<file path="config.mk">
export PLATFORM = sky130hd
export DESIGN_NAME = tkirq_ctrl
export DESIGN_NICKNAME = d
export VERILOG_FILES = /design/src/design/tkirq_pkg.sv /design/src/design/tkirq_pulse.sv /design/src/design/tkirq_ctrl.sv
export SDC_FILE = /design/constraint.sdc
export NUM_CORES = 1
export LEC_CHECK = 0
export BUFFER_PORTS_ARGS = -buffer_cell sky130_fd_sc_hd__buf_2
export CAP_MARGIN = 25
export CORE_ASPECT_RATIO = 1.25
export CORE_MARGIN = 4
export CORE_UTILIZATION = 46
export CTS_CLUSTER_SIZE = 12
export DETAILED_ROUTE_END_ITERATION = 8
export PLACE_DENSITY = 0.86
export RECOVER_POWER = 50
export SYNTH_ARGS = -nofsm -noshare
export SYNTH_HDL_FRONTEND = slang
export SYNTH_SLANG_ARGS = --single-unit
</file>
<file path="constraint.sdc">
create_clock -name clk_i -period 2 [get_ports clk_i]
set_input_delay 0.4 -clock clk_i [delete_from_list [all_inputs] [get_ports clk_i]]
set_output_delay 0.4 -clock clk_i [all_outputs]
set_load 0.02 [all_outputs]
</file>
<file path="src/design/tkirq_pkg.sv">
// Package with register map, field positions, reset values and timing for the touchkey interrupt controller.
`default_nettype none
package tkirq_pkg;
   localparam logic [7:0] ADDR_CTRL     = 8'h08;
   localparam logic [7:0] ADDR_EN       = 8'h09;
   localparam logic [7:0] ADDR_STA      = 8'h0a;
   localparam logic [7:0] RST_CTRL      = 8'h01;
   localparam logic [7:0] RST_EN        = 8'h01;
   localparam logic [7:0] RST_STA       = 8'h09;
   localparam int         BIT_GLOBAL_EN = 0;
   localparam int         BIT_TYPE      = 1;
   localparam int         BIT_POLARITY  = 2;
   localparam int         BIT_POR       = 0;
   localparam int         BIT_FIFO      = 1;
   localparam int         BIT_SYS       = 2;
   localparam int         BIT_GPIO      = 7;
   localparam logic [7:0] SRC_MASK      = 8'h87;
   localparam logic [7:0] CTRL_MASK     = 8'h07;
   localparam int         CLK_HZ        = 25000000;
   localparam int         PULSE_NS      = 200;
   localparam int         PULSE_CYC     = (PULSE_NS * (CLK_HZ / 1000000)) / 1000;

   typedef struct packed {
      logic       wr;
      logic [7:0] addr;
      logic [7:0] wdata;
   } tkirq_reg_req_type;

   typedef struct packed {
      logic gpio;
      logic sys_conv;
      logic sys_eoc;
      logic fifo_nonempty;
      logic por;
   } tkirq_event_type;
endpackage : tkirq_pkg
`default_nettype wire

</file>
<file path="src/design/tkirq_pulse.sv">
// Retriggerable pulse stretcher that holds its output for WIDTH cycles after the last trigger, for edge signalling.
`default_nettype none
module tkirq_pulse #(
   parameter int WIDTH = 5
) (
   input  wire logic clk_i,     // System clock.
   input  wire logic sys_rst_i, // Synchronous reset, active high.
   input  wire logic trig_i,    // One-cycle trigger.
   output logic      pulse_o    // Stretched pulse.
);
   typedef struct packed {
      logic [7:0] cnt;
   } tkirq_pulse_state_type;

   tkirq_pulse_state_type state, next_state;

   always_comb begin
      next_state = state;
      if (trig_i) begin
         next_state.cnt = 8'(WIDTH);
      end else if (state.cnt != 8'h00) begin
         next_state.cnt = state.cnt - 8'h01;
      end
   end

   always_ff @(posedge clk_i) begin
      if (sys_rst_i) begin
         state <= '0;
      end else begin
         state <= next_state;
      end
   end

   assign pulse_o = (state.cnt != 8'h00);
endmodule : tkirq_pulse
`default_nettype wire

</file>
<file path="src/design/tkirq_ctrl.sv">
// Interrupt controller: source latching, enables, and output pin shaping.
// Function
// - Global enable gates the interrupt pin.
// - Per-source enable lets pending event drive pin.
// - Events latch into status even when masked.
// - Status bits clear on writing one.
// - FIFO status stays set while FIFO nonempty.
// - Bit seven is aggregated GPIO transition source.
// - Bit two merges conversion and end events.
`default_nettype none
module tkirq_ctrl
   import tkirq_pkg::*;
(
   input  wire logic                         clk_i,      // System clock, 25 MHz.
   input  wire logic                         sys_rst_i,  // Synchronous reset, active high.
   input  wire tkirq_pkg::tkirq_reg_req_type req_i,      // Register write request from the serial interface.
   input  wire logic                         req_valid_i, // Request strobe, one cycle.
   input  wire tkirq_pkg::tkirq_event_type   event_i,    // Event pulses; fifo_nonempty is a level.
   output logic [7:0]                        ctrl_o,     // Control register contents.
   output logic [7:0]                        enable_o,   // Source enable register contents.
   output logic [7:0]                        status_o,   // Status register contents.
   output logic                              irq_o,      // Interrupt pin output level.
   output logic                              irq_oe_o    // Interrupt pin output enable.
);
   typedef struct packed {
      logic [7:0] ctrl;
      logic [7:0] enable;
      logic [7:0] status;
      logic       pend_q;
      logic       irq;
      logic       irq_oe;
   } tkirq_state_type;

   tkirq_state_type state, next_state;
   logic            pulse;
   logic            pending;
   logic            asserted;
   logic            wr_en;
   logic            wr_sta;
   logic [7:0]      set_bits;
   logic [7:0]      clr_bits;

   assign wr_en  = req_valid_i && req_i.wr;
   assign wr_sta = wr_en && (req_i.addr == ADDR_STA);

   // Pending uses the registered state so the pin follows status by one cycle in level mode and by two in edge mode.
   assign pending = state.ctrl[BIT_GLOBAL_EN] && ((state.status & state.enable & SRC_MASK) != 8'h00);

   tkirq_pulse #(
      .WIDTH (PULSE_CYC)
   ) u_pulse (
      .clk_i     (clk_i),
      .sys_rst_i (sys_rst_i),
      .trig_i    (pending && !state.pend_q),
      .pulse_o   (pulse)
   );

   always_comb begin
      set_bits = 8'h00;
      clr_bits = 8'h00;
      set_bits[BIT_GPIO] = event_i.gpio;
      set_bits[BIT_SYS]  = event_i.sys_conv | event_i.sys_eoc;
      set_bits[BIT_FIFO] = event_i.fifo_nonempty;
      set_bits[BIT_POR]  = event_i.por;
      if (wr_sta) begin
         clr_bits = req_i.wdata & SRC_MASK;
      end
      next_state = state;
      if (wr_en && req_i.addr == ADDR_CTRL) begin
         next_state.ctrl = req_i.wdata & CTRL_MASK;
      end
      if (wr_en && req_i.addr == ADDR_EN) begin
         next_state.enable = req_i.wdata & SRC_MASK;
      end
      // Set wins over clear, so an event arriving with the clear is kept.
      next_state.status = (state.status & ~clr_bits) | set_bits;
      next_state.pend_q = pending;
      // A pulse already under way is cut when the global enable drops, so the pin never fires while disabled.
      asserted = state.ctrl[BIT_TYPE] ? (pulse && state.ctrl[BIT_GLOBAL_EN]) : pending;
      if (state.ctrl[BIT_POLARITY]) begin
         next_state.irq    = asserted;
         next_state.irq_oe = 1'b1;
      end else begin
         next_state.irq    = 1'b0;
         next_state.irq_oe = asserted;
      end
   end

   always_ff @(posedge clk_i) begin
      if (sys_rst_i) begin
         state <= '{ctrl: RST_CTRL, enable: RST_EN, status: RST_STA, pend_q: 1'b0, irq: 1'b0, irq_oe: 1'b0};
      end else begin
         state <= next_state;
      end
   end

   assign ctrl_o   = state.ctrl;
   assign enable_o = state.enable;
   assign status_o = state.status;
   assign irq_o    = state.irq;
   assign irq_oe_o = state.irq_oe;

   global_off_a: assert property (@(posedge clk_i) disable iff (sys_rst_i)
      !ctrl_o[BIT_GLOBAL_EN] |=> ($past(ctrl_o[BIT_POLARITY]) ? !irq_o : !irq_oe_o))
      else $error("Interrupt pin asserted while globally disabled.");
   ctrl_write_a: assert property (@(posedge clk_i) disable iff (sys_rst_i)
      wr_en && (req_i.addr == ADDR_CTRL) |=> ctrl_o == ($past(req_i.wdata) & CTRL_MASK))
      else $error("Control register write not applied.");
   // Enable writes keep the reserved bits clear whatever the host sends.
   enable_write_a: assert property (@(posedge clk_i) disable iff (sys_rst_i)
      wr_en && (req_i.addr == ADDR_EN) |=> enable_o == ($past(req_i.wdata) & SRC_MASK))
      else $error("Enable register write not applied.");
   fifo_clear_a: assert property (@(posedge clk_i) disable iff (sys_rst_i)
      wr_sta && req_i.wdata[BIT_FIFO] && !event_i.fifo_nonempty |=> !status_o[BIT_FIFO])
      else $error("FIFO status not cleared once empty.");
   high_drive_a: assert property (@(posedge clk_i) disable iff (sys_rst_i)
      $past(ctrl_o[BIT_POLARITY]) && !$past(sys_rst_i) |-> irq_oe_o)
      else $error("Active high output not driven.");
   level_hold_a: assert property (@(posedge clk_i) disable iff (sys_rst_i)
      !ctrl_o[BIT_TYPE] && ctrl_o[BIT_POLARITY] && pending |=> irq_o)
      else $error("Level output not asserted while pending.");
   masked_src_a: assert property (@(posedge clk_i) disable iff (sys_rst_i)
      ((status_o & enable_o & SRC_MASK) == 8'h00) && !ctrl_o[BIT_TYPE] && !ctrl_o[BIT_POLARITY] |=> !irq_oe_o)
      else $error("Masked source drove the interrupt pin.");
   latch_masked_a: assert property (@(posedge clk_i) disable iff (sys_rst_i)
      event_i.por |=> status_o[BIT_POR])
      else $error("Event not latched into status.");
   w1c_clear_a: assert property (@(posedge clk_i) disable iff (sys_rst_i)
      wr_sta && req_i.wdata[BIT_POR] && !event_i.por |=> !status_o[BIT_POR])
      else $error("Write one did not clear status bit.");
   w0_keep_a: assert property (@(posedge clk_i) disable iff (sys_rst_i)
      wr_sta && !req_i.wdata[BIT_GPIO] && status_o[BIT_GPIO] |=> status_o[BIT_GPIO])
      else $error("Write zero changed status bit.");
   fifo_hold_a: assert property (@(posedge clk_i) disable iff (sys_rst_i)
      event_i.fifo_nonempty |=> status_o[BIT_FIFO])
      else $error("FIFO status cleared while data remains.");
   gpio_bit_a: assert property (@(posedge clk_i) disable iff (sys_rst_i)
      event_i.gpio |=> status_o[BIT_GPIO])
      else $error("GPIO event not on bit seven.");
   sys_merge_a: assert property (@(posedge clk_i) disable iff (sys_rst_i)
      event_i.sys_conv || event_i.sys_eoc |=> status_o[BIT_SYS])
      else $error("System event not merged on bit two.");
   low_drain_a: assert property (@(posedge clk_i) disable iff (sys_rst_i)
      !$past(ctrl_o[BIT_POLARITY]) && !$past(sys_rst_i) |-> !irq_o)
      else $error("Active low output drove high.");
   pulse_len_a: assert property (@(posedge clk_i) disable iff (sys_rst_i)
      ctrl_o[BIT_TYPE] && ctrl_o[BIT_POLARITY] && $rose(pulse) |-> pulse [*5] ##1 !pulse)
      else $error("Edge pulse width wrong.");

   level_irq_c: cover property (@(posedge clk_i) disable iff (sys_rst_i) !ctrl_o[BIT_TYPE] && irq_oe_o);
   edge_irq_c: cover property (@(posedge clk_i) disable iff (sys_rst_i) ctrl_o[BIT_TYPE] && $rose(pulse));
   clear_c: cover property (@(posedge clk_i) disable iff (sys_rst_i) wr_sta && req_i.wdata != 8'h00);
   fifo_hold_c: cover property (@(posedge clk_i) disable iff (sys_rst_i) wr_sta && req_i.wdata[BIT_FIFO] && event_i.fifo_nonempty);
endmodule : tkirq_ctrl
`default_nettype wire

</file>
; After elaboration in Yosys (flattened, before gate mapping)
; Cells that the tools add are included.
[op_classes]
div_mod_pow = 0
mux = 5
order_cmp = 0
add_sub_neg = 1
n_bitwise = 6
n_mul = 0
reduce_logical = 13
eq_ne = 3
n_shift = 0
[op_table]
columns = operator, n
row1 = 8-bit by 4-bit == test with 1-bit output (second input constant), 3
row2 = 8-bit AND, 2
row3 = 8-bit nonzero test, 2
row4 = 8-bit two-way mux, 1
row5 = 8-bit inverter, 1
row6 = 8-bit bitwise OR, 1
row7 = 8-bit by 1-bit subtractor with 8-bit output (second input constant), 1
row8 = 1-bit logical AND, 7
row9 = 3-bit two-way mux, 2
row10 = 2-bit OR reduction, 2
row11 = 1-bit two-way mux, 2
row12 = 2-bit nonzero test, 1
row13 = 1-bit logical NOT, 1
row14 = 1-bit inverter, 1
row15 = 1-bit bitwise OR, 1
[word_totals]
latchBits = 0
input_bits = 25
mem_count = 0
output_inout_bits = 26
romBits = 0
elab_cells = 36
ram_bits = 0
regBits = 26

; Logic depth before layout (Yosys ltp)
[depth]
ltp_word = 6
depth_mapped = 6
mapped_depth_nobuf = 6

; By module
; A second synthesis with hierarchy kept.
[unflattened]
cells_unflattened = 140
hier_area_um2 = 1266.2
[modules_own_cells]
columns = module, area_per_inst_um2, instances, cells_per_inst
row1 = tkirq_ctrl, 832.0, 1, 91
row2 = tkirq_pulse, 434.2, 1, 49

; Least setup slack after synthesis
; No wires, ideal clock.
[synth_timing]
path_kind = input port to flip-flop
from = input port req_i[13] in the netlist's numbering
to = register state (netlist bit ctrl_o[1])
arrival_time_ns = 1.719
slack_ns = 0.153
t_required_ns = 1.872
path_buffers = 1
cell_stages = 5
path_cell_list = or4_4 -> or4_1 -> buf_2 -> mux2i_1 -> nor2_1
[synth_via]
elab_chain_cells = 2
[synth_rtl]
columns = element, line_no
row1 = "start, declared", tkirq_ctrl.sv:16  ; input wire tkirq_pkg::tkirq_reg_req_type req_i,
row2 = 8-bit by 4-bit == test with 1-bit output, tkirq_ctrl.sv:69  ; if (wr_en && req_i.addr == ADDR_CTRL) begin
row3 = 1-bit logical AND, tkirq_ctrl.sv:69
row4 = "end signal, assigned", tkirq_ctrl.sv:91  ; state <= '{ctrl: RST_CTRL, enable: RST_EN, status: RST_STA, pend_q: 1'b0, irq: 1'b0, irq_oe: 1'b0};
row5 = "end signal, assigned", tkirq_ctrl.sv:93  ; state <= next_state;
row6 = "end, declared", tkirq_ctrl.sv:34  ; tkirq_state_type state, next_state;
; No other way between the ends.
; A chain may end at the register's enable or synchronous reset.

; Worst setup path after layout
; Same ends and word-level chain as after synthesis.

==> impl_results.md <==
* Routed Antenna Nets at 0
* Clock share of power at 0.328
* EDFF count, synth at 0
* Multi-input gate area at around 550 um^2
* Ant. Diodes at 0
* Ys async rst share at 0
* Max-slew violations at 0
* FMAX at approximately 0.61 GHz
* I/O Pins at 51
* Clock Skews at between 0.01 and 0.015 ns
* FF+latch count, synth at 22
* Worst rel slew slack at 0.577
* Cts bufs inserted at 3
* Starting DRC count in detailed routing at 16
* Die area at ~0.0034 mm^2
* Total routed wirelength at approximately 2.2 mm
* Die W at 52.7 um
* HP Class: in2reg
* Status: complete, no violations
* Kind of critical path: in2reg
* Placed insts at around 180
* WP data arrival at between 1.5 and 2 ns
* Critical path capture point type: register
* CTS Buffer Depth at 2
* Internal power at about 0.76 mW
* Tmin final at ~1.6 ns
* Synth warn at 0
* Synth Area in Adders at 0.0217
* Worst VDD drop at approximately 0.0005 V
* Post-CTS Resized at 0
* Switching share of power at 0.276
* Share of cells above drive strength 1 at 0.171
* Fillcell total at ~240
* Hold Buf Count CTS at 0
* Die H at around 64 um
* DRC at 0
* CTS H-tree depth at 1
* Via-to-Cell Ratio at slightly below 5
* Row cnt at 20
* Number of library cell types mapped by synthesis at 34
* Cell taking the most area after synthesis: dfxtp_1
* HPWL after detailed placement at between 1.5 and 2 mm
* Initial Util at 0.479
* Commonest cells in the netlist: buf_4 (24), dfxtp_1 (22), nor2_1 (18)
* Pin count of the biggest net entering global routing at 17
* GR Util All Layers at 0.139
* CP max stage cell: or4_1
* Final Cycle Share at 0.819
* Largest family of logic cells by synthesized area: simple AND/OR/NAND/NOR gates
* R2r worst-path depth at 6
* CTS root buf: clkbuf_4
* Area grow syn2layout at 8.48%
* FF+latch area at between 400 and 500 um^2
* Worst slew pin tran at 0.629 ns
* Worst-path cell chain: clkbuf_1 -> or4_4 -> or4_1 -> mux2i_1 -> nor2_1
* Vias in the first global route at between 900 and 1000
* Mux contribution to synthesized area at 0.0435
* Drt pass-1 iters at 4
* CP peak stage delay at approximately 0.58 ns
* Remaining global-route overflow at 0
* Leakage at 0.532 nW
* Setup_tns at 0 ns
* Synth Instances at 130
* Global-route wire length before repair at approximately 3.6 mm
* Clock transition at path regs at roughly 0.12 ns
* Synthesized area per cell at between 8 and 9 um^2
* Post-synthesis compound-gate area fraction at 0.0826
* PwrDens at approximately 840 mW/mm^2
* Core box area at 0.00240 mm^2
* Type of origin of the critical path: input port
* Top cell type's share of synthesized area at 0.383
* Total clock sinks at 22
* Layout Nets at 180
* Max-cap violations at 0
* Final non-filler cell total at roughly 190
* CTS tree: done
* Combinational share of power at 0.203
* Cell with the most instances after synthesis: buf_4
* GPL Wtd Cong at approximately 0.85
* Sequential Power Share at 0.468
* Prevailing post-synth register cell: dfxtp_1
* Final setup violation count at 0
* Hold Path Stages at 2
* Final Util at 0.520
* Mean routed wirelength per cell at roughly 12 um
* Post-synthesis sequential area ratio at 0.383
* Final total power at 1.05 mW
* Synth Area in XOR/XNOR at 0.0457
* Switch Pwr at between 0.2 and 0.3 mW
* DR vias at 901
* Post-CTS setup buffers at 0
* PortBufs at 33
* Clk_lat worst skew at 0.32 ns
* Post-synthesis simple-gate area fraction at 0.240
* Worst-path maximum fanout at 4
* Final hold violation count at 0
* Critical Path RT at 2.21 ns
* Largest cells by area after synthesis: dfxtp_1 (38%), buf_4 (16%), nor2_1 (5.9%)
* Unrepaired setup endpoints after global routing: no
* Initial antenna violation count at 0
* Post-Syn Area at ~0.0012 mm^2
[layout make-up]
| type | instances | area share |
|---|---|---|
| clock inverter | 1 | 0.0240 |
| tap | 33 | 0.0331 |
| clock buffer | 3 | 0.0180 |
| multi-input combinational | 89 | 0.439 |
| sequential | 22 | 0.353 |
| timing repair buffer | 34 | 0.124 |
| inverter | 3 | 0.00902 |
[flip-flops by register name (all words and copies together) (netlist names)]
signal and cells:
enable_o 4, irq_oe_o 1, status_o 4, state 1, ctrl_o 3, u_pulse.state 8, irq_o 1
[metal layers]
layer / global-route usage / vias up / routed length, um
met2: 0.262 / 28 / 1240
met4: 0.0607 / 0 / 40
met1: 0.135 / 411 / 817
met3: 0.0350 / 4 / 149
met5: 0 / - / 0
li1: - / 458 / -
[layout by cell type, fill, tap and decap left out, types with 5 or more instances in the layout]
cell       n
a21oi_1    5
conb_1    13
clkbuf_1  14
nor3_1     5
nor2_1    18
buf_2     19
nand4_1    5
nand2_1    5
mux2i_1    5
dfxtp_1   22
[stage by stage]
step / hold WS (ns) / setup WS, ns / instance area, um^2
floorplan: 0.451 / 0.153 / 1190
global placement: 0.482 / 0.0242 / 1210
detailed placement: 0.492 / 0.0115 / 1210
CTS: 0.266 / 0.353 / 1270
global route: 0.278 / 0.297 / 1250
finish: 0.269 / 0.362 / 1250
[final timing paths]
check	startpoint	endpoint	slack, ns
worst max-delay path	req_i[13]	ctrl_o[1]	0.36
worst min-delay path	event_i[0]	status_o[0]	0.27
worst max register to register	u_pulse.state[0]	u_pulse.state[3]	0.53
worst min register to register	ctrl_o[2]	irq_o	0.52
[critical path, delay by kind of cell]
kind / cells / cell delay, ns
buffers and inverters: 1 / 0.08
multiplexers: 1 / 0.19
AND/OR/NAND/NOR: 3 / 1.18
[cell families (layout without fill, tap and decap cells)]
group | Yosys count | count (layout)
muxes | 5 | 5
xor gates and xnor gates | 6 | 6
adders and majority gates | 2 | 2
other | 2 | 13
and+or+nand+nor | 49 | 49
AOI/OAI and AO/OA | 14 | 14
buffers and inverters | 30 | 41
DFF | 22 | 22
[power by group through the flow]
| stage | Sequential (mW) | Combinational, mW | Clock (mW) |
|---|---|---|---|
| detailed placement | 0.500 | 0.214 | 0 |
| CTS | 0.491 | 0.216 | 0.347 |
| finish | 0.491 | 0.213 | 0.344 |
| floorplan | 0.496 | 0.181 | 0 |
| global placement | 0.498 | 0.207 | 0 |
| global route | 0.495 | 0.242 | 0.367 |
(Power assumes the default switching activity.)
